$ cat config.mk
export PLATFORM = sky130hd
export DESIGN_NAME = rwc_reset_watchdog
export DESIGN_NICKNAME = d
export VERILOG_FILES = /design/src/rwc_pkg.sv /design/src/rwc_reset_watchdog.sv /design/src/rwc_sync.sv
export SDC_FILE = /design/constraint.sdc
export NUM_CORES = 1
export LEC_CHECK = 0
export ABC_AREA = 1
export BUFFER_PORTS_ARGS = -buffer_cell sky130_fd_sc_hd__buf_2
export CORE_UTILIZATION = 52
export CTS_CLUSTER_DIAMETER = 30
export CTS_CLUSTER_SIZE = 12
export DETAILED_ROUTE_END_ITERATION = 16
export PLACE_DENSITY = 0.86
export SETUP_SLACK_MARGIN = 0.15
export SLEW_MARGIN = 5
export SYNTH_ARGS = -nofsm -noshare
export SYNTH_HDL_FRONTEND = slang
export SYNTH_SLANG_ARGS = --single-unit
$ cat constraint.sdc
create_clock -name aclk -period 3.3 [get_ports aclk]
set_input_delay 0 -clock aclk [delete_from_list [all_inputs] [get_ports aclk]]
set_output_delay 0 -clock aclk [all_outputs]
set_load 0.005 [all_outputs]
$ cat src/rwc_pkg.sv
package rwc_pkg;

    // Bus geometry
    localparam int ADDR_W = 5;
    localparam int DATA_W = 32;
    localparam int STRB_W = 4;

    // Register byte addresses
    localparam logic [ADDR_W-1:0] ADDR_CAUSE      = 5'h00;
    localparam logic [ADDR_W-1:0] ADDR_OPTIONS    = 5'h04;
    localparam logic [ADDR_W-1:0] ADDR_IRQ_STATUS = 5'h08;
    localparam logic [ADDR_W-1:0] ADDR_IRQ_MASK   = 5'h0C;
    localparam logic [ADDR_W-1:0] ADDR_MAP_END    = 5'h10;

    // reset_cause_reg fields
    localparam int CAUSE_W        = 8;
    localparam int CAUSE_POR_BIT  = 7;
    localparam int CAUSE_PIN_BIT  = 6;
    localparam int CAUSE_WD_BIT   = 5;
    localparam int CAUSE_ILLEGAL_OPCODE_RESET_FLAG_BIT = 4;
    localparam int CAUSE_ILLEGAL_ADDRESS_RESET_FLAG_BIT = 3;
    localparam int CAUSE_LVD_BIT  = 1;
    localparam logic [CAUSE_W-1:0] CAUSE_POR_VAL = 8'h82;
    localparam logic [CAUSE_W-1:0] CAUSE_LVD_VAL = 8'h02;

    // system_options_reg fields and values taken at every reset
    localparam int OPT_WD_EN_BIT  = 7;
    localparam int OPT_WD_SEL_BIT = 6;
    localparam int OPT_LOCK_BIT   = 1;
    localparam int OPT_PIN_EN_BIT = 0;
    localparam logic WD_EN_RST  = 1'b1;
    localparam logic WD_SEL_RST = 1'b1;
    localparam logic PIN_EN_RST = 1'b0;

    // Interrupt status and mask layout
    localparam int IRQ_W       = 2;
    localparam int IRQ_WD_BIT  = 0;
    localparam int IRQ_RST_BIT = 1;

    // Watchdog counts, in 1 kHz ticks
    localparam int WD_W = 9;
    localparam logic [WD_W-1:0] WD_SHORT_COUNT = 9'h020;
    localparam logic [WD_W-1:0] WD_LONG_COUNT  = 9'h100;
    localparam logic [WD_W-1:0] WD_ONE         = 9'h001;
    localparam logic [WD_W-1:0] WD_SHORT_LAST  = WD_SHORT_COUNT - WD_ONE;
    localparam logic [WD_W-1:0] WD_LONG_LAST   = WD_LONG_COUNT - WD_ONE;

    // Fetch vector after any reset
    localparam int FETCH_W = 14;
    localparam logic [FETCH_W-1:0] FETCH_VECTOR = 14'h3FFD;

    // Least time the system reset stands
    localparam int CLK_PERIOD_NS     = 10;
    localparam int RESET_HOLD_NS     = 160;
    localparam int RESET_HOLD_CYCLES = (RESET_HOLD_NS + CLK_PERIOD_NS - 1) / CLK_PERIOD_NS;
    localparam int HOLD_W            = 5;
    localparam logic [HOLD_W-1:0] HOLD_LAST = HOLD_W'(RESET_HOLD_CYCLES - 1);
    localparam logic [HOLD_W-1:0] HOLD_ONE  = 5'h01;

    // AXI responses
    localparam logic [1:0] RESP_OKAY   = 2'h0;
    localparam logic [1:0] RESP_SLVERR = 2'h2;

    typedef enum logic [1:0] {
        RWC_RUN  = 2'b01,
        RWC_HOLD = 2'b10
    } rwc_phase_t;

    typedef struct packed {
        rwc_phase_t          phase;
        logic [HOLD_W-1:0]   hold_cnt;
        logic [CAUSE_W-1:0]  cause;
        logic                wd_en;
        logic                wd_sel;
        logic                pin_en;
        logic                opt_locked;
        logic [WD_W-1:0]     wd_cnt;
        logic                tick_d;
        logic [IRQ_W-1:0]    irq_stat;
        logic [IRQ_W-1:0]    irq_mask;
        logic                aw_held;
        logic                w_held;
        logic [ADDR_W-1:0]   awaddr;
        logic [DATA_W-1:0]   wdata;
        logic [STRB_W-1:0]   wstrb;
        logic                bvalid;
        logic [1:0]          bresp;
        logic                rvalid;
        logic [DATA_W-1:0]   rdata;
        logic [1:0]          rresp;
        logic                fetch_start;
    } rwc_state_t;

endpackage

$ cat src/rwc_reset_watchdog.sv
`timescale 1ns/1ps
// Summary of operation
// - After any reset, instruction fetch starts at address 3FFD, which holds a jump.
// - During reset, system_options_reg and the watchdog counter take initial values, the interrupt mask keeps its value; peripherals off, pins high-impedance.
// - Seven reset sources; all but the debugger-forced one have a cause flag.
// - External reset line counts only while reset_line_enable is set.
// - reset_cause_reg shows the source of the most recent reset.
// - Enabled watchdog resets the system when reaching its count unrefreshed.
// - watchdog_enable comes up set after every reset.
// - Clearing watchdog_enable stops counting and watchdog resets.
// - Any write to reset_cause_reg clears the watchdog counter, contents unchanged.
// - watchdog_timeout_select 0 gives 32 ticks, 1 gives 256 ticks.
// - Watchdog counts the separate 1 kHz tick; long timeout after reset.
// - system_options_reg takes one write after reset, then settings are locked.
// - The first system_options_reg write also clears the watchdog counter.
// - In background debug mode the watchdog counter holds.
// - Stop mode zeroes the watchdog counter; counting restarts from zero on exit.
// - Without low voltage, a debugger-forced reset clears every cause flag.
// - Low voltage sets its flag alone; other resets set flags of active sources and clear the rest.
// - Power-up reset sets both power-up and low-voltage flags.
module rwc_reset_watchdog
    import rwc_pkg::*;
(
    input  wire logic               aclk,
    input  wire logic               aresetn,
    input  wire logic [ADDR_W-1:0]  s_axi_awaddr,
    input  wire logic               s_axi_awvalid,
    output wire logic               s_axi_awready,
    input  wire logic [DATA_W-1:0]  s_axi_wdata,
    input  wire logic [STRB_W-1:0]  s_axi_wstrb,
    input  wire logic               s_axi_wvalid,
    output wire logic               s_axi_wready,
    output wire logic [1:0]         s_axi_bresp,
    output wire logic               s_axi_bvalid,
    input  wire logic               s_axi_bready,
    input  wire logic [ADDR_W-1:0]  s_axi_araddr,
    input  wire logic               s_axi_arvalid,
    output wire logic               s_axi_arready,
    output wire logic [DATA_W-1:0]  s_axi_rdata,
    output wire logic [1:0]         s_axi_rresp,
    output wire logic               s_axi_rvalid,
    input  wire logic               s_axi_rready,
    input  wire logic               reset_pin_n,
    input  wire logic               low_voltage_detect,
    input  wire logic               tick_1khz,
    input  wire logic               illegal_opcode,
    input  wire logic               illegal_address,
    input  wire logic               debugger_forced_reset,
    input  wire logic               debug_mode,
    input  wire logic               stop_mode,
    output wire logic               sys_reset,
    output wire logic               periph_disable,
    output wire logic               io_pins_hiz,
    output wire logic               fetch_start,
    output wire logic [FETCH_W-1:0] fetch_addr,
    output wire logic               irq
);

    // Power-up leaves the system held in reset with the power-up cause
    localparam rwc_state_t RST_STATE = '{
        phase:   RWC_HOLD,
        cause:   CAUSE_POR_VAL,
        wd_en:   WD_EN_RST,
        wd_sel:  WD_SEL_RST,
        pin_en:  PIN_EN_RST,
        default: '0
    };

    rwc_state_t s;
    rwc_state_t next_s;

    logic pin_n_q;
    logic lvd_q;
    logic tick_q;

    // Pin and analog levels come from outside the clock domain
    rwc_sync #(
        .WIDTH   (3),
        .RST_VAL (3'h4)
    ) u_sync (
        .aclk    (aclk),
        .aresetn (aresetn),
        .d       ({reset_pin_n, low_voltage_detect, tick_1khz}),
        .q       ({pin_n_q, lvd_q, tick_q})
    );

    logic              in_run;
    logic              tick_rise;
    logic              wd_step;
    logic [WD_W-1:0]   wd_last;
    logic              wd_timeout;
    logic              pin_reset;
    logic              any_source;
    logic              wr_fire;
    logic              wr_mapped;
    logic              wr_cause;
    logic              wr_opt;
    logic              wr_stat;
    logic              wr_mask;
    logic [DATA_W-1:0] rd_mux;
    logic              rd_mapped;

    assign in_run     = (s.phase == RWC_RUN);
    assign tick_rise  = tick_q & ~s.tick_d;
    assign wd_step    = in_run && s.wd_en && tick_rise && !debug_mode && !stop_mode;
    assign wd_last    = s.wd_sel ? WD_LONG_LAST : WD_SHORT_LAST;
    assign wd_timeout = wd_step && (s.wd_cnt == wd_last);
    assign pin_reset  = !pin_n_q && s.pin_en;
    assign any_source = lvd_q | pin_reset | wd_timeout | illegal_opcode
                      | illegal_address | debugger_forced_reset;

    assign wr_fire   = s.aw_held && s.w_held && !s.bvalid;
    assign wr_mapped = (s.awaddr < ADDR_MAP_END);
    assign wr_cause  = wr_fire && (s.awaddr[ADDR_W-1:2] == ADDR_CAUSE[ADDR_W-1:2]);
    assign wr_opt    = wr_fire && (s.awaddr[ADDR_W-1:2] == ADDR_OPTIONS[ADDR_W-1:2])
                     && s.wstrb[0] && !s.opt_locked;
    assign wr_stat   = wr_fire && (s.awaddr[ADDR_W-1:2] == ADDR_IRQ_STATUS[ADDR_W-1:2])
                     && s.wstrb[0];
    assign wr_mask   = wr_fire && (s.awaddr[ADDR_W-1:2] == ADDR_IRQ_MASK[ADDR_W-1:2])
                     && s.wstrb[0];
    assign rd_mapped = (s_axi_araddr < ADDR_MAP_END);

    always_comb begin
        rd_mux = '0;
        unique case (s_axi_araddr[ADDR_W-1:2])
            ADDR_CAUSE[ADDR_W-1:2]: begin
                rd_mux[CAUSE_W-1:0] = s.cause;
            end
            ADDR_OPTIONS[ADDR_W-1:2]: begin
                rd_mux[OPT_WD_EN_BIT]  = s.wd_en;
                rd_mux[OPT_WD_SEL_BIT] = s.wd_sel;
                rd_mux[OPT_LOCK_BIT]   = s.opt_locked;
                rd_mux[OPT_PIN_EN_BIT] = s.pin_en;
            end
            ADDR_IRQ_STATUS[ADDR_W-1:2]: begin
                rd_mux[IRQ_W-1:0] = s.irq_stat;
            end
            ADDR_IRQ_MASK[ADDR_W-1:2]: begin
                rd_mux[IRQ_W-1:0] = s.irq_mask;
            end
            default: begin
                rd_mux = '0;
            end
        endcase
    end

    always_comb begin
        logic [IRQ_W-1:0] irq_ev;
        logic [IRQ_W-1:0] irq_clr;
        irq_ev  = '0;
        irq_clr = '0;
        next_s  = s;
        next_s.fetch_start = 1'b0;
        next_s.tick_d      = tick_q;

        // Read channel: one read at a time, answered the cycle after acceptance
        if (s.rvalid && s_axi_rready) begin
            next_s.rvalid = 1'b0;
        end
        if (s_axi_arvalid && !s.rvalid) begin
            next_s.rvalid = 1'b1;
            next_s.rdata  = rd_mux;
            next_s.rresp  = rd_mapped ? RESP_OKAY : RESP_SLVERR;
        end

        // Write channels are taken in either order and acted on once both are held
        if (s.bvalid && s_axi_bready) begin
            next_s.bvalid = 1'b0;
        end
        if (s_axi_awvalid && s_axi_awready) begin
            next_s.aw_held = 1'b1;
            next_s.awaddr  = s_axi_awaddr;
        end
        if (s_axi_wvalid && s_axi_wready) begin
            next_s.w_held = 1'b1;
            next_s.wdata  = s_axi_wdata;
            next_s.wstrb  = s_axi_wstrb;
        end
        if (wr_fire) begin
            next_s.aw_held = 1'b0;
            next_s.w_held  = 1'b0;
            next_s.bvalid  = 1'b1;
            next_s.bresp   = wr_mapped ? RESP_OKAY : RESP_SLVERR;
        end

        // Watchdog counter
        if (stop_mode) begin
            next_s.wd_cnt = '0;
        end else if (wd_step) begin
            next_s.wd_cnt = s.wd_cnt + WD_ONE;
        end
        if (wr_cause || wr_opt) begin
            next_s.wd_cnt = '0;
        end
        if (wr_opt) begin
            next_s.wd_en      = s.wdata[OPT_WD_EN_BIT];
            next_s.wd_sel     = s.wdata[OPT_WD_SEL_BIT];
            next_s.pin_en     = s.wdata[OPT_PIN_EN_BIT];
            next_s.opt_locked = 1'b1;
        end
        if (wr_mask) begin
            next_s.irq_mask = s.wdata[IRQ_W-1:0];
        end
        if (wr_stat) begin
            irq_clr = s.wdata[IRQ_W-1:0];
        end
        irq_ev[IRQ_WD_BIT] = wd_timeout;

        // Reset sequencing
        unique case (s.phase)
            RWC_RUN: begin
                if (any_source) begin
                    next_s.phase    = RWC_HOLD;
                    next_s.hold_cnt = '0;
                    if (lvd_q) begin
                        next_s.cause = CAUSE_LVD_VAL;
                    end else if (debugger_forced_reset) begin
                        next_s.cause = '0;
                    end else begin
                        next_s.cause                 = '0;
                        next_s.cause[CAUSE_PIN_BIT]  = pin_reset;
                        next_s.cause[CAUSE_WD_BIT]   = wd_timeout;
                        next_s.cause[CAUSE_ILLEGAL_OPCODE_RESET_FLAG_BIT] = illegal_opcode;
                        next_s.cause[CAUSE_ILLEGAL_ADDRESS_RESET_FLAG_BIT] = illegal_address;
                    end
                end
            end
            RWC_HOLD: begin
                // A low supply keeps the system in reset past the least hold time
                if (s.hold_cnt == HOLD_LAST) begin
                    if (!lvd_q) begin
                        next_s.phase       = RWC_RUN;
                        next_s.fetch_start = 1'b1;
                        irq_ev[IRQ_RST_BIT] = 1'b1;
                    end
                end else begin
                    next_s.hold_cnt = s.hold_cnt + HOLD_ONE;
                end
            end
        endcase

        // Options return to defaults and unlock throughout reset
        if (next_s.phase == RWC_HOLD) begin
            next_s.wd_en      = WD_EN_RST;
            next_s.wd_sel     = WD_SEL_RST;
            next_s.pin_en     = PIN_EN_RST;
            next_s.opt_locked = 1'b0;
            next_s.wd_cnt     = '0;
        end

        // A new event wins over a clear in the same cycle
        next_s.irq_stat = (s.irq_stat & ~irq_clr) | irq_ev;
    end

    always_ff @(posedge aclk) begin
        if (!aresetn) begin
            s <= RST_STATE;
        end else begin
            s <= next_s;
        end
    end

    assign s_axi_awready  = !s.aw_held && !s.bvalid;
    assign s_axi_wready   = !s.w_held && !s.bvalid;
    assign s_axi_bvalid   = s.bvalid;
    assign s_axi_bresp    = s.bresp;
    assign s_axi_arready  = !s.rvalid;
    assign s_axi_rvalid   = s.rvalid;
    assign s_axi_rdata    = s.rdata;
    assign s_axi_rresp    = s.rresp;
    assign sys_reset      = (s.phase == RWC_HOLD);
    assign periph_disable = sys_reset;
    assign io_pins_hiz    = sys_reset;
    assign fetch_start    = s.fetch_start;
    assign fetch_addr     = FETCH_VECTOR;
    assign irq            = |(s.irq_stat & s.irq_mask);
endmodule

$ cat src/rwc_sync.sv
`timescale 1ns/1ps
module rwc_sync
    import rwc_pkg::*;
#(
    parameter int               WIDTH   = 1,
    parameter logic [WIDTH-1:0] RST_VAL = '0
) (
    input  wire logic             aclk,
    input  wire logic             aresetn,
    input  wire logic [WIDTH-1:0] d,
    output wire logic [WIDTH-1:0] q
);

    typedef struct packed {
        logic [WIDTH-1:0] meta;
        logic [WIDTH-1:0] stable;
    } rwc_sync_state_t;

    rwc_sync_state_t s;
    rwc_sync_state_t next_s;

    always_comb begin
        next_s.meta   = d;
        next_s.stable = s.meta;
    end

    always_ff @(posedge aclk) begin
        if (!aresetn) begin
            s <= {RST_VAL, RST_VAL};
        end else begin
            s <= next_s;
        end
    end

    assign q = s.stable;

endmodule

==> results.py, run 1 <==
metrics = {
    "timing": {
        "setup_viol": 0,
        "timing_hold_violations_final": 0,
        "clock_skew_ps": 5.310,
        "worst_slew_pin_slew_ps": 553.3,
        "finalHoldWorstSlack_ps": 7.785,
        "worst_slew_margin_rel_pct": 63.11,
        "highest_achievable_clock_rate_mhz": 574.4,
        "grt_setup_unrepaired": "no",
        "final-max-slew-violation-count": 0,
        "fin_crit_share_pct": 52.76,
        "timing.final.crit_period_ps": 1741,
        "fin_setup_tns_ps": 0,
    },
    "route": {
        "num_vias": 2368,
        "detail_route.drc_violations": 0,
        "final_antenna_net_count": 0,
        "routed_wirelength_um": 5630,
        "drtPass1Iterations": 4,
        "viasPerCell": 4.625,
        "drt-initial-drc-count": 109,
        "average_routed_wire_per_standard_cell_um": 11.00,
    },
    "cts": {
        "cts.root.buffer_cell": "sky130_fd_sc_hd__clkbuf_8",
        "cts_buffer_count": 9,
        "insertion_delay_ps": 340,
        "cts_buffer_depth": 2,
        "postCtsSetupRepairBufs": 0,
        "ctsHtreeMaxLevel": 3,
        "clock-sinks": 59,
        "cts.clk_slew.worst_paths_ps": 70,
        "cts_hold_fix_bufs": 17,
        "cts.repair.resized": 0,
        "cts_tree": "yes",
    },
    "finish": {
        "top_library_cells_by_usage_in_the_layout_fill_and_taps_aside": "59 x sky130_fd_sc_hd__dfxtp_1, 58 x sky130_fd_sc_hd__nand2_1, 47 x sky130_fd_sc_hd__nor2_1, 44 x sky130_fd_sc_hd__inv_1, 44 x sky130_fd_sc_hd__buf_2",
        "antennaDiodeCount": 0,
        "design_area_mm2": 0.003376,
        "final.fill_count": 481,
        "most_common_cell_after_layout_fill_and_taps_aside": "sky130_fd_sc_hd__dfxtp_1",
        "layout-drive-gt1-share_pct": 20.14,
        "nNetsFinal": 501,
        "area_growth_syn_to_layout_pct": 15.10,
        "utilization_pct": 64.06,
    },
    "logic_synthesis": {
        "synthesized_area_per_cell_um2": 7.657,
        "post_synth_instance_area_mm2": 0.002933,
        "number_of_synthesized_flops_with_an_enable_pin": 0,
        "post-synth-top-area-cell": "sky130_fd_sc_hd__dfxtp_1",
        "post_synthesis_cell_count": 383,
        "synth_top_area_share_pct": 40.27,
        "count_of_yosys_warnings_during_synthesis": 0,
        "synth_top_flop_cell": "sky130_fd_sc_hd__dfxtp_1",
        "postSynth.asyncResetShare_pct": 0,
        "ys_ff_latch": 59,
        "synthTopCellsByArea": "sky130_fd_sc_hd__dfxtp_1 40%, sky130_fd_sc_hd__buf_4 13%, sky130_fd_sc_hd__nand2_1 7.4%, sky130_fd_sc_hd__nor2_1 6.0%, sky130_fd_sc_hd__inv_1 5.6%",
        "post_synthesis_cell_type_count": 36,
        "fraction_of_the_yosys_area_taken_by_sequential_cells_pct": 40.27,
    },
    "min_path": {
        "worst_hold_path_type": "in2reg",
        "holdPathStages": 5,
    },
    "grt": {
        "grt_pass1_vias": 2134,
        "use_met1_pct": 21.36,
        "grt_usage_pct": 20.06,
        "grt_antenna_before_repair": 0,
        "largest_net_degree_at_the_start_of_global_routing": 34,
        "busiest_layer": "met2",
        "overflow": 0,
        "grt.met3_usage_pct": 6.190,
        "grt.met2_usage_pct": 35.27,
        "global_route_wire_length_before_repair_um": 9142,
    },
    "worst_setup_path": {
        "reg2reg_depth": 10,
        "r2r_slack_ps": 1560,
        "cp_max_fo": 9,
        "critPathArrivalTime_ps": 2020,
        "worstSetupEndpointType": "flop",
        "start_kind": "flop",
        "required_ps": 3580,
        "path_class": "reg2reg",
    },
    "placed_design": {
        "post_dp_cell_area_mm2": 0.002978,
        "portBuffers": 44,
        "gp_routability_congestion": 0.7841,
        "post-dp-hpwl_um": 3757,
    },
    "pwr": {
        "power.density_mw_per_mm2": 485.7,
        "power.leakage_uw": 0.001659,
        "vdd.ir_drop.worst_v": 0.0003021,
    },
    "flow_run": {
        "drv.max_cap_violation_count": 0,
    },
    "die": {
        "floorplan.core_area_mm2": 0.005270,
        "die_w_um": 77.10,
        "chip_height_um": 77.10,
        "placement_rows": 26,
        "initial_utilization_pct": 55.65,
        "die_footprint_mm2": 0.005944,
        "num_io_pins": 121,
    },
    "run_status": {
        "outcome": "complete, no violations",
    },
}
[cells in the mapped netlist, types with 2 or more instances]
cell type,number
sky130_fd_sc_hd__nand2_1,58
sky130_fd_sc_hd__o211ai_1,2
sky130_fd_sc_hd__ha_1,3
sky130_fd_sc_hd__o21ai_0,27
sky130_fd_sc_hd__o22ai_1,2
sky130_fd_sc_hd__nand2_4,3
sky130_fd_sc_hd__nand4_1,4
sky130_fd_sc_hd__conb_1,2
sky130_fd_sc_hd__nor2_4,3
sky130_fd_sc_hd__inv_1,44
sky130_fd_sc_hd__xor2_1,8
sky130_fd_sc_hd__a21oi_1,18
sky130_fd_sc_hd__nor2_1,47
sky130_fd_sc_hd__a31oi_1,2
sky130_fd_sc_hd__nor2_2,10
sky130_fd_sc_hd__nand3_2,4
sky130_fd_sc_hd__dfxtp_1,59
sky130_fd_sc_hd__or2_2,2
sky130_fd_sc_hd__nand2_2,2
sky130_fd_sc_hd__buf_4,52
sky130_fd_sc_hd__clkbuf_1,4
sky130_fd_sc_hd__nand3_1,13
[power breakdown]
| group | internal (µW) | switching [µW] | total, µW |
|---|---|---|---|
| clock network | 465 | 284 | 749 |
| logic | 56.0 | 77.3 | 133 |
| registers | 739 | 17.8 | 757 |
[per-stage QoR]
step	worst slack (ps)	power [µW]	instances
floorplan	1791	886.5	422
global placement	1655	883.1	479
detailed placement	1584	887.6	479
CTS	1555	1648	512
global route	1401	1709	512
finish	1559	1640	512
[worst max-delay path, cell delays in order (launching register included)]
cell and delay (ps):
sky130_fd_sc_hd__dfxtp_1 380, sky130_fd_sc_hd__ha_1 190, sky130_fd_sc_hd__nand2_1 70, sky130_fd_sc_hd__nor2_1 100, sky130_fd_sc_hd__ha_1 150, sky130_fd_sc_hd__nand2_1 120, sky130_fd_sc_hd__nor2_1 130, sky130_fd_sc_hd__nand2_1 120
sky130_fd_sc_hd__nand3_2 180, sky130_fd_sc_hd__nand2_4 130, sky130_fd_sc_hd__nor2_2 110
[worst paths after layout]
| kind | from | endpoint |
|---|---|---|
| max | s[108] | s[88] |
| max reg2reg | s[108] | s[88] |
| min | illegal_opcode | s[104] |
| min reg2reg | u_sync.next_s[2] | u_sync.q[2] |
[metal layers]
metal / part of all wire [%] / vias to the layer above
met2: 51 / 70
met5: 0 / -
met3: 5.5 / 11
met1: 42 / 1068
met4: 2.1 / 0
li1: - / 1219
[registers in the layout, indices dropped and copies added, names as in the netlist]
register	count
fetch_start	1
s	41
s_axi_bresp	1
u_sync.next_s	3
u_sync.q	3
s_axi_rdata	7
s_axi_rresp	1
s_axi_bvalid	1
s_axi_rvalid	1
[cell type report]
cell class	count	area [µm²]	area share (%)
clock buffer	12	155.1	4.596
multi-input combinational	260	1316	38.99
tap	70	87.58	2.595
inverter	46	172.7	5.115
timing repair buffer	61	390.4	11.56
sequential	59	1181	34.99
clock inverter	4	72.57	2.150
[kinds of logic after synthesis]
group,count (synthesis),synth area share (%)
XOR/XNOR,8,2.389
AND/OR/NAND/NOR,153,25.43
AO/OA/AOI/OAI,54,10.15
buffers and inverters,103,19.84
other,2,0.2561
flip-flops,59,40.27
multiplexers,1,0.3839
adder cells (fa/ha/maj),3,1.280
(Power assumes the default switching activity.)
==> run 2, diff against run 1 <==
--- a/config.mk
+++ b/config.mk
@@ -7,11 +7,11 @@
 export LEC_CHECK = 0
 export ABC_AREA = 1
 export BUFFER_PORTS_ARGS = -buffer_cell sky130_fd_sc_hd__buf_2
-export CORE_UTILIZATION = 52
+export CORE_UTILIZATION = 43
 export CTS_CLUSTER_DIAMETER = 30
 export CTS_CLUSTER_SIZE = 12
 export DETAILED_ROUTE_END_ITERATION = 16
-export PLACE_DENSITY = 0.86
+export PLACE_DENSITY = 0.76
 export SETUP_SLACK_MARGIN = 0.15
 export SLEW_MARGIN = 5
 export SYNTH_ARGS = -nofsm -noshare
==> constraint.sdc (replaced) <==
create_clock -name aclk -period 1.6 [get_ports aclk]
set_input_delay 0 -clock aclk [delete_from_list [all_inputs] [get_ports aclk]]
set_output_delay 0 -clock aclk [all_outputs]
set_load 0.005 [all_outputs]
==> run 2 against run 1 <==
Power up 100%; die area up 20%; wire length up 9.4%; count of clock-buffer cells in the layout up 2; combinational power up 130%; maximum frequency up 14%; sequential power up 110%; utilization down 6.4 points; worst setup slack worse by 1500 ps; critical endpoint is now s[91]; largest cell class unchanged; first-iteration DRC count up 5.5%; register-to-register slack worse by 1500 ps; worst hold slack better by 2.6 ps.
==> results.py, run 2 (synthesis results as in run 1) <==
metrics = {
    "placed_design": {
        "gp_routability_congestion": 0.7500,
        "post-dp-hpwl_um": 3941,
        "portBuffers": 44,
        "post-place-ws_ps": 39.06,
    },
    "timing": {
        "post-route-worst-setup-slack_ps": 72.04,
        "worst_slew_margin_rel_pct": 57.08,
        "setup_viol": 0,
        "highest_achievable_clock_rate_mhz": 654.5,
        "final-max-slew-violation-count": 0,
        "grt_setup_unrepaired": "yes",
        "worst_slew_pin_slew_ps": 637.9,
        "fin_crit_share_pct": 95.50,
        "timing.final.crit_period_ps": 1528,
        "clock_skew_ps": 5.599,
        "timing_hold_violations_final": 0,
    },
    "die": {
        "die_footprint_mm2": 0.007155,
        "die_w_um": 84.59,
        "num_io_pins": 121,
        "chip_height_um": 84.59,
        "placement_rows": 29,
        "floorplan.core_area_mm2": 0.006459,
        "initial_utilization_pct": 45.41,
    },
    "worst_setup_path": {
        "worstSetupEndpointType": "flop",
        "cp_max_fo": 5,
        "path_class": "reg2reg",
        "critPathArrivalTime_ps": 1820,
        "start_kind": "flop",
        "required_ps": 1890,
    },
    "route": {
        "num_vias": 2468,
        "drtPass1Iterations": 6,
        "viasPerCell": 4.528,
        "detail_route.drc_violations": 0,
        "final_antenna_net_count": 0,
        "drt-initial-drc-count": 115,
        "routed_wirelength_um": 6161,
        "average_routed_wire_per_standard_cell_um": 11.30,
    },
    "finish": {
        "area_growth_syn_to_layout_pct": 26.92,
        "final.fill_count": 566,
        "registers.top_by_ff_count": "s",
        "utilization_pct": 57.63,
        "most_common_cell_after_layout_fill_and_taps_aside": "sky130_fd_sc_hd__nand2_1",
        "layout-drive-gt1-share_pct": 30.13,
        "nNetsFinal": 528,
        "antennaDiodeCount": 0,
        "top_library_cells_by_usage_in_the_layout_fill_and_taps_aside": "53 x sky130_fd_sc_hd__nand2_1, 49 x sky130_fd_sc_hd__dfxtp_1, 44 x sky130_fd_sc_hd__nor2_1, 44 x sky130_fd_sc_hd__buf_2",
        "largest_register_ffs": 41,
    },
    "pwr": {
        "power.density_mw_per_mm2": 894.6,
        "vdd.ir_drop.worst_v": 0.0005468,
        "power.leakage_uw": 0.001805,
    },
    "cts": {
        "cts.clk_slew.worst_paths_ps": 70,
        "cts_buffer_depth": 2,
        "cts.root.buffer_cell": "sky130_fd_sc_hd__clkbuf_8",
        "cts_buffer_count": 9,
        "insertion_delay_ps": 350,
        "ctsHtreeMaxLevel": 3,
        "cts_tree": "yes",
        "clock-sinks": 59,
    },
    "grt": {
        "overflow": 0,
        "grt_antenna_before_repair": 0,
        "largest_net_degree_at_the_start_of_global_routing": 19,
        "grt_pass1_vias": 2218,
        "global_route_wire_length_before_repair_um": 9936,
        "grt_usage_pct": 17.85,
    },
    "min_path": {
        "worst_hold_path_type": "in2reg",
    },
    "run_status": {
        "outcome": "complete, no violations",
    },
    "flow_run": {
        "drv.max_cap_violation_count": 0,
    },
}
==> run 2: worst max-delay path: stages, from the launching register on <==
cell                      delay [ps]
sky130_fd_sc_hd__dfxtp_2         360
sky130_fd_sc_hd__ha_4            150
sky130_fd_sc_hd__nand2_4          50
sky130_fd_sc_hd__nor2_2           80
sky130_fd_sc_hd__ha_2            170
sky130_fd_sc_hd__nand2_2          60
sky130_fd_sc_hd__nor2_2          130
sky130_fd_sc_hd__nand2_2          90
sky130_fd_sc_hd__nand3_4         180
sky130_fd_sc_hd__nand2_8         100
sky130_fd_sc_hd__nor2_2          110
==> run 2: cell type report <==
type / instances / area [µm²] / area share [%]
Tap cell: 77 / 96.34 / 2.588
Clock inverter: 1 / 30.03 / 0.8067
Inverter: 46 / 172.7 / 4.639
Timing Repair Buffer: 87 / 591.8 / 15.90
Clock buffer: 14 / 182.7 / 4.908
Sequential cell: 59 / 1194 / 32.07
Multi-Input combinational cell: 261 / 1455 / 39.09
==> run 2: routing by layer <==
layer  track usage, %  wire [µm]  vias to the layer above
li1                 -          -                     1279
met1            21.24       2760                     1103
met2            30.60       3011                       74
met3            3.736        293                       12
met4            8.783         95                        0
met5                0          0                        -
==> run 2: repair_timing <==
action / CTS / global route
setup buffers: 9 / 9
gates cloned: 1 / 0
hold buffers: 18 / 0
gates resized for setup: 23 / 22
endpoints found under the setup margin: 17 / 26
pin swaps: 12 / 10
hold endpoints to repair: 18 / 0
==> run 2: where the power goes <==
part	switching, µW	internal [µW]
clock	575	882
sequential	40.3	1530
combinational	171	137
total	786	2540
==> run 2: worst paths after layout <==
| path | startpoint | end | slack [ps] | depth (start not counted) |
|---|---|---|---|---|
| max | s[108] | s[91] | 70 | 10 |
| min | aresetn | s[107] | 10 | 2 |
| max reg2reg | s[108] | s[91] | 70 | 10 |
| min reg2reg | u_sync.next_s[1] | u_sync.q[1] | 410 | 2 |
==> run 2: through the flow <==
stage	instances	area, µm²	TNS (ps)	power, µW	hold slack [ps]
after floorplan	422	3085	0	1829	97.63
after global placement	493	3045	0	1828	184.0
after detailed placement	493	3045	0	1836	184.7
after CTS	536	3595	0	3329	-3.980
after global routing	545	3722	-184.2	3464	37.64
final	545	3722	0	3330	10.37
==> run 3, diff against run 2 <==
--- a/config.mk
+++ b/config.mk
@@ -5,7 +5,6 @@
 export SDC_FILE = /design/constraint.sdc
 export NUM_CORES = 1
 export LEC_CHECK = 0
-export ABC_AREA = 1
 export BUFFER_PORTS_ARGS = -buffer_cell sky130_fd_sc_hd__buf_2
 export CORE_UTILIZATION = 43
 export CTS_CLUSTER_DIAMETER = 30
==> run 3 against run 2 <==
The flow now finishes with violations (negative setup slack); count of clock-buffer cells in the layout shrank 1; design area shrank 0.24%; critical path depth shrank 5; maximum frequency shrank 10%; sequential share of layout area shrank 0.059 points; final cell count shrank 12%; sequential cell count is the same; worst setup slack lost 170 ps; critical endpoint is now s[106]; largest cell class unchanged; largest power group unchanged.
==> results.py, run 3 <==
metrics = {
    "cts": {
        "insertion_delay_ps": 330,
        "cts_buffer_count": 9,
        "cts_tree": "yes",
        "ctsHtreeMaxLevel": 3,
        "cts_buffer_depth": 2,
        "cts.clk_slew.worst_paths_ps": 60,
        "cts.root.buffer_cell": "sky130_fd_sc_hd__clkbuf_8",
        "clock-sinks": 59,
    },
    "finish": {
        "registers.top_by_ff_count": "s",
        "top_library_cells_by_usage_in_the_layout_fill_and_taps_aside": "53 x sky130_fd_sc_hd__dfxtp_1, 44 x sky130_fd_sc_hd__buf_2, 41 x sky130_fd_sc_hd__conb_1, 25 x sky130_fd_sc_hd__nand2_1, 24 x sky130_fd_sc_hd__nor2b_1",
        "largest_register_ffs": 41,
        "final.fill_count": 558,
        "antennaDiodeCount": 0,
        "most_common_cell_after_layout_fill_and_taps_aside": "sky130_fd_sc_hd__dfxtp_1",
        "layout-drive-gt1-share_pct": 31.09,
        "area_growth_syn_to_layout_pct": 26.41,
        "nNetsFinal": 462,
        "design_area_mm2": 0.003714,
    },
    "timing": {
        "grt_setup_unrepaired": "yes",
        "finalHoldWorstSlack_ps": 55.84,
        "setup_viol": 12,
        "timing.final.crit_period_ps": 1699,
        "post-route-worst-setup-slack_ps": -99.03,
        "highest_achievable_clock_rate_mhz": 588.6,
        "worst_slew_pin_slew_ps": 639.7,
        "fin_crit_share_pct": 106.2,
        "worst_slew_margin_rel_pct": 57.36,
        "clock_skew_ps": 6.227,
        "final-max-slew-violation-count": 0,
        "timing_hold_violations_final": 0,
    },
    "route": {
        "final_antenna_net_count": 0,
        "drtPass1Iterations": 8,
        "drt-initial-drc-count": 111,
        "routed_wirelength_um": 6174,
        "detail_route.drc_violations": 0,
        "num_vias": 2268,
        "viasPerCell": 4.735,
        "average_routed_wire_per_standard_cell_um": 12.89,
    },
    "worst_setup_path": {
        "critPathArrivalTime_ps": 1920,
        "crit_path_top_delay_cell": "sky130_fd_sc_hd__or4_4",
        "required_ps": 1820,
        "r2r_slack_ps": -100,
        "buffering_stage_count_on_the_worst_path_with_inverters_included": 0,
        "path_class": "reg2reg",
        "worstSetupEndpointType": "flop",
        "start_kind": "flop",
        "timing.rr.end": "s[106]",
        "path_delay_family": "compound AO/OA/AOI/OAI gates",
        "reg2reg_depth": 5,
        "r2r_start": "s[98]",
        "critical-path-max-stage-delay_ps": 550,
        "cp_max_fo": 8,
        "worstSetupPathDepth": 5,
        "cp_cell_sequence": "or4_4 -> a211oi_4 -> a21boi_4 -> o21ai_1 -> a21boi_1",
    },
    "die": {
        "die_footprint_mm2": 0.007166,
        "placement_rows": 29,
        "floorplan.core_area_mm2": 0.006459,
        "chip_height_um": 84.66,
        "num_io_pins": 121,
        "die_w_um": 84.66,
        "initial_utilization_pct": 45.49,
    },
    "grt": {
        "grt_pass1_vias": 2184,
        "grt_antenna_before_repair": 0,
        "overflow": 0,
        "global_route_wire_length_before_repair_um": 10280,
        "grt_usage_pct": 18.34,
        "largest_net_degree_at_the_start_of_global_routing": 27,
    },
    "logic_synthesis": {
        "synthTopCellsByArea": "sky130_fd_sc_hd__dfxtp_1 40%, sky130_fd_sc_hd__buf_4 13%, sky130_fd_sc_hd__mux2i_1 5.1%, sky130_fd_sc_hd__nor2b_1 5.1%, sky130_fd_sc_hd__nand2_1 3.3%",
        "synth.cells.most_frequent": "59 x sky130_fd_sc_hd__dfxtp_1, 52 x sky130_fd_sc_hd__buf_4, 26 x sky130_fd_sc_hd__nand2_1",
        "count_of_yosys_warnings_during_synthesis": 0,
        "ys_ff_latch": 59,
        "postSynth.asyncResetShare_pct": 0,
        "post_synthesis_cell_type_count": 50,
        "synthesized_area_per_cell_um2": 9.181,
        "post_synthesis_cell_count": 320,
        "post-synth-top-area-cell": "sky130_fd_sc_hd__dfxtp_1",
        "synth_top_flop_cell": "sky130_fd_sc_hd__dfxtp_1",
        "synth.most_common_cell": "sky130_fd_sc_hd__dfxtp_1",
        "fraction_of_the_yosys_area_taken_by_sequential_cells_pct": 40.20,
        "post_synth_instance_area_mm2": 0.002938,
        "number_of_synthesized_flops_with_an_enable_pin": 0,
        "synth_top_area_share_pct": 40.20,
    },
    "placed_design": {
        "post_dp_cell_area_mm2": 0.003181,
        "gp_routability_congestion": 0.7648,
        "post-dp-hpwl_um": 4184,
        "post-place-ws_ps": -28.01,
        "portBuffers": 44,
    },
    "min_path": {
        "worst_hold_path_type": "in2reg",
        "worstHoldEndpoint": "s[101]",
        "min-delay-start": "aresetn",
        "holdPathStages": 2,
    },
    "run_status": {
        "outcome": "complete, but fails checks",
        "violations_in_the_final_reports": "negative setup slack",
    },
    "pwr": {
        "power.leakage_uw": 0.001593,
        "vdd.ir_drop.worst_v": 0.0005917,
        "report.power.total_uw": 3159,
        "power.density_mw_per_mm2": 850.7,
    },
    "flow_run": {
        "drv.max_cap_violation_count": 0,
    },
}
[run 3: cell types whose count changed after synthesis, sizes merged, moves of 10 or more]
cell   change
nor2b     +24
inv       -41
o21ai     -14
nand2     -36
nand3     -10
mux2i     +15
a21oi     -11
nor2      -43
[run 3: power by group]
group	leakage [µW]	internal, µW	total [µW]	switching (µW)
clock	0.0000995	794	1330	533
combinational	0.00101	152	295	143
sequential	0.000481	1510	1540	28.4
[run 3: cells by family (layout without fill, tap and decap cells)]
group                    after synthesis  after routing  synth area share (%)
AO/OA/AOI/OAI                         46             46                 11.33
XOR/XNOR                               9              9                 2.683
adder cells (fa/ha/maj)                3              3                 1.278
buffers and inverters                 65            107                 14.95
flip-flops                            59             59                 40.20
multiplexers                          19             19                 7.027
other                                  2             41                0.2556
AND/OR/NAND/NOR                      117            118                 22.27
[run 3: per-layer routing]
layer | wire length, µm | track usage [%]
met5 | 0 | 0
met4 | 89 | 6.471
met3 | 276 | 4.818
met2 | 3105 | 31.78
met1 | 2703 | 21.94
[run 3: how the worst max path moves through the flow]
stage / start / to / slack, ps
2_1_floorplan: s[108] / s[96] / 40
3_3_place_gp: s[98] / s[101] / 10
3_5_place_dp: s[98] / s[101] / -30
4_1_cts: s[98] / s[101] / -30
5_1_grt: s[98] / s[103] / -160
6_report: s[98] / s[106] / -100
[run 3: stage by stage]
step,setup TNS (ps),instances,util [%]
global route,-1675,479,57.50
finish,-733.8,479,57.50
CTS,-136.9,477,56.64
global placement,0,439,49.24
floorplan,0,359,-
detailed placement,-149.9,439,49.24
[run 3: repair_timing]
action / in CTS / in global routing
hold buffers: 18 / 0
setup endpoints to repair: 27 / 29
gates resized for setup: 14 / 11
cloned: 1 / 0
setup buffers: 4 / 2
endpoints found under the hold margin: 16 / 0
pin swaps: 12 / 10
[run 3: final cells by class]
cell class / instances / area, µm² / area share, %
inverters: 4 / 15.01 / 0.4043
clock inverters: 2 / 35.03 / 0.9434
flip-flops and latches: 59 / 1189 / 32.01
multi-input cells: 236 / 1613 / 43.43
clock buffers: 13 / 158.9 / 4.279
well taps: 77 / 96.34 / 2.594
repair buffers: 88 / 606.8 / 16.34
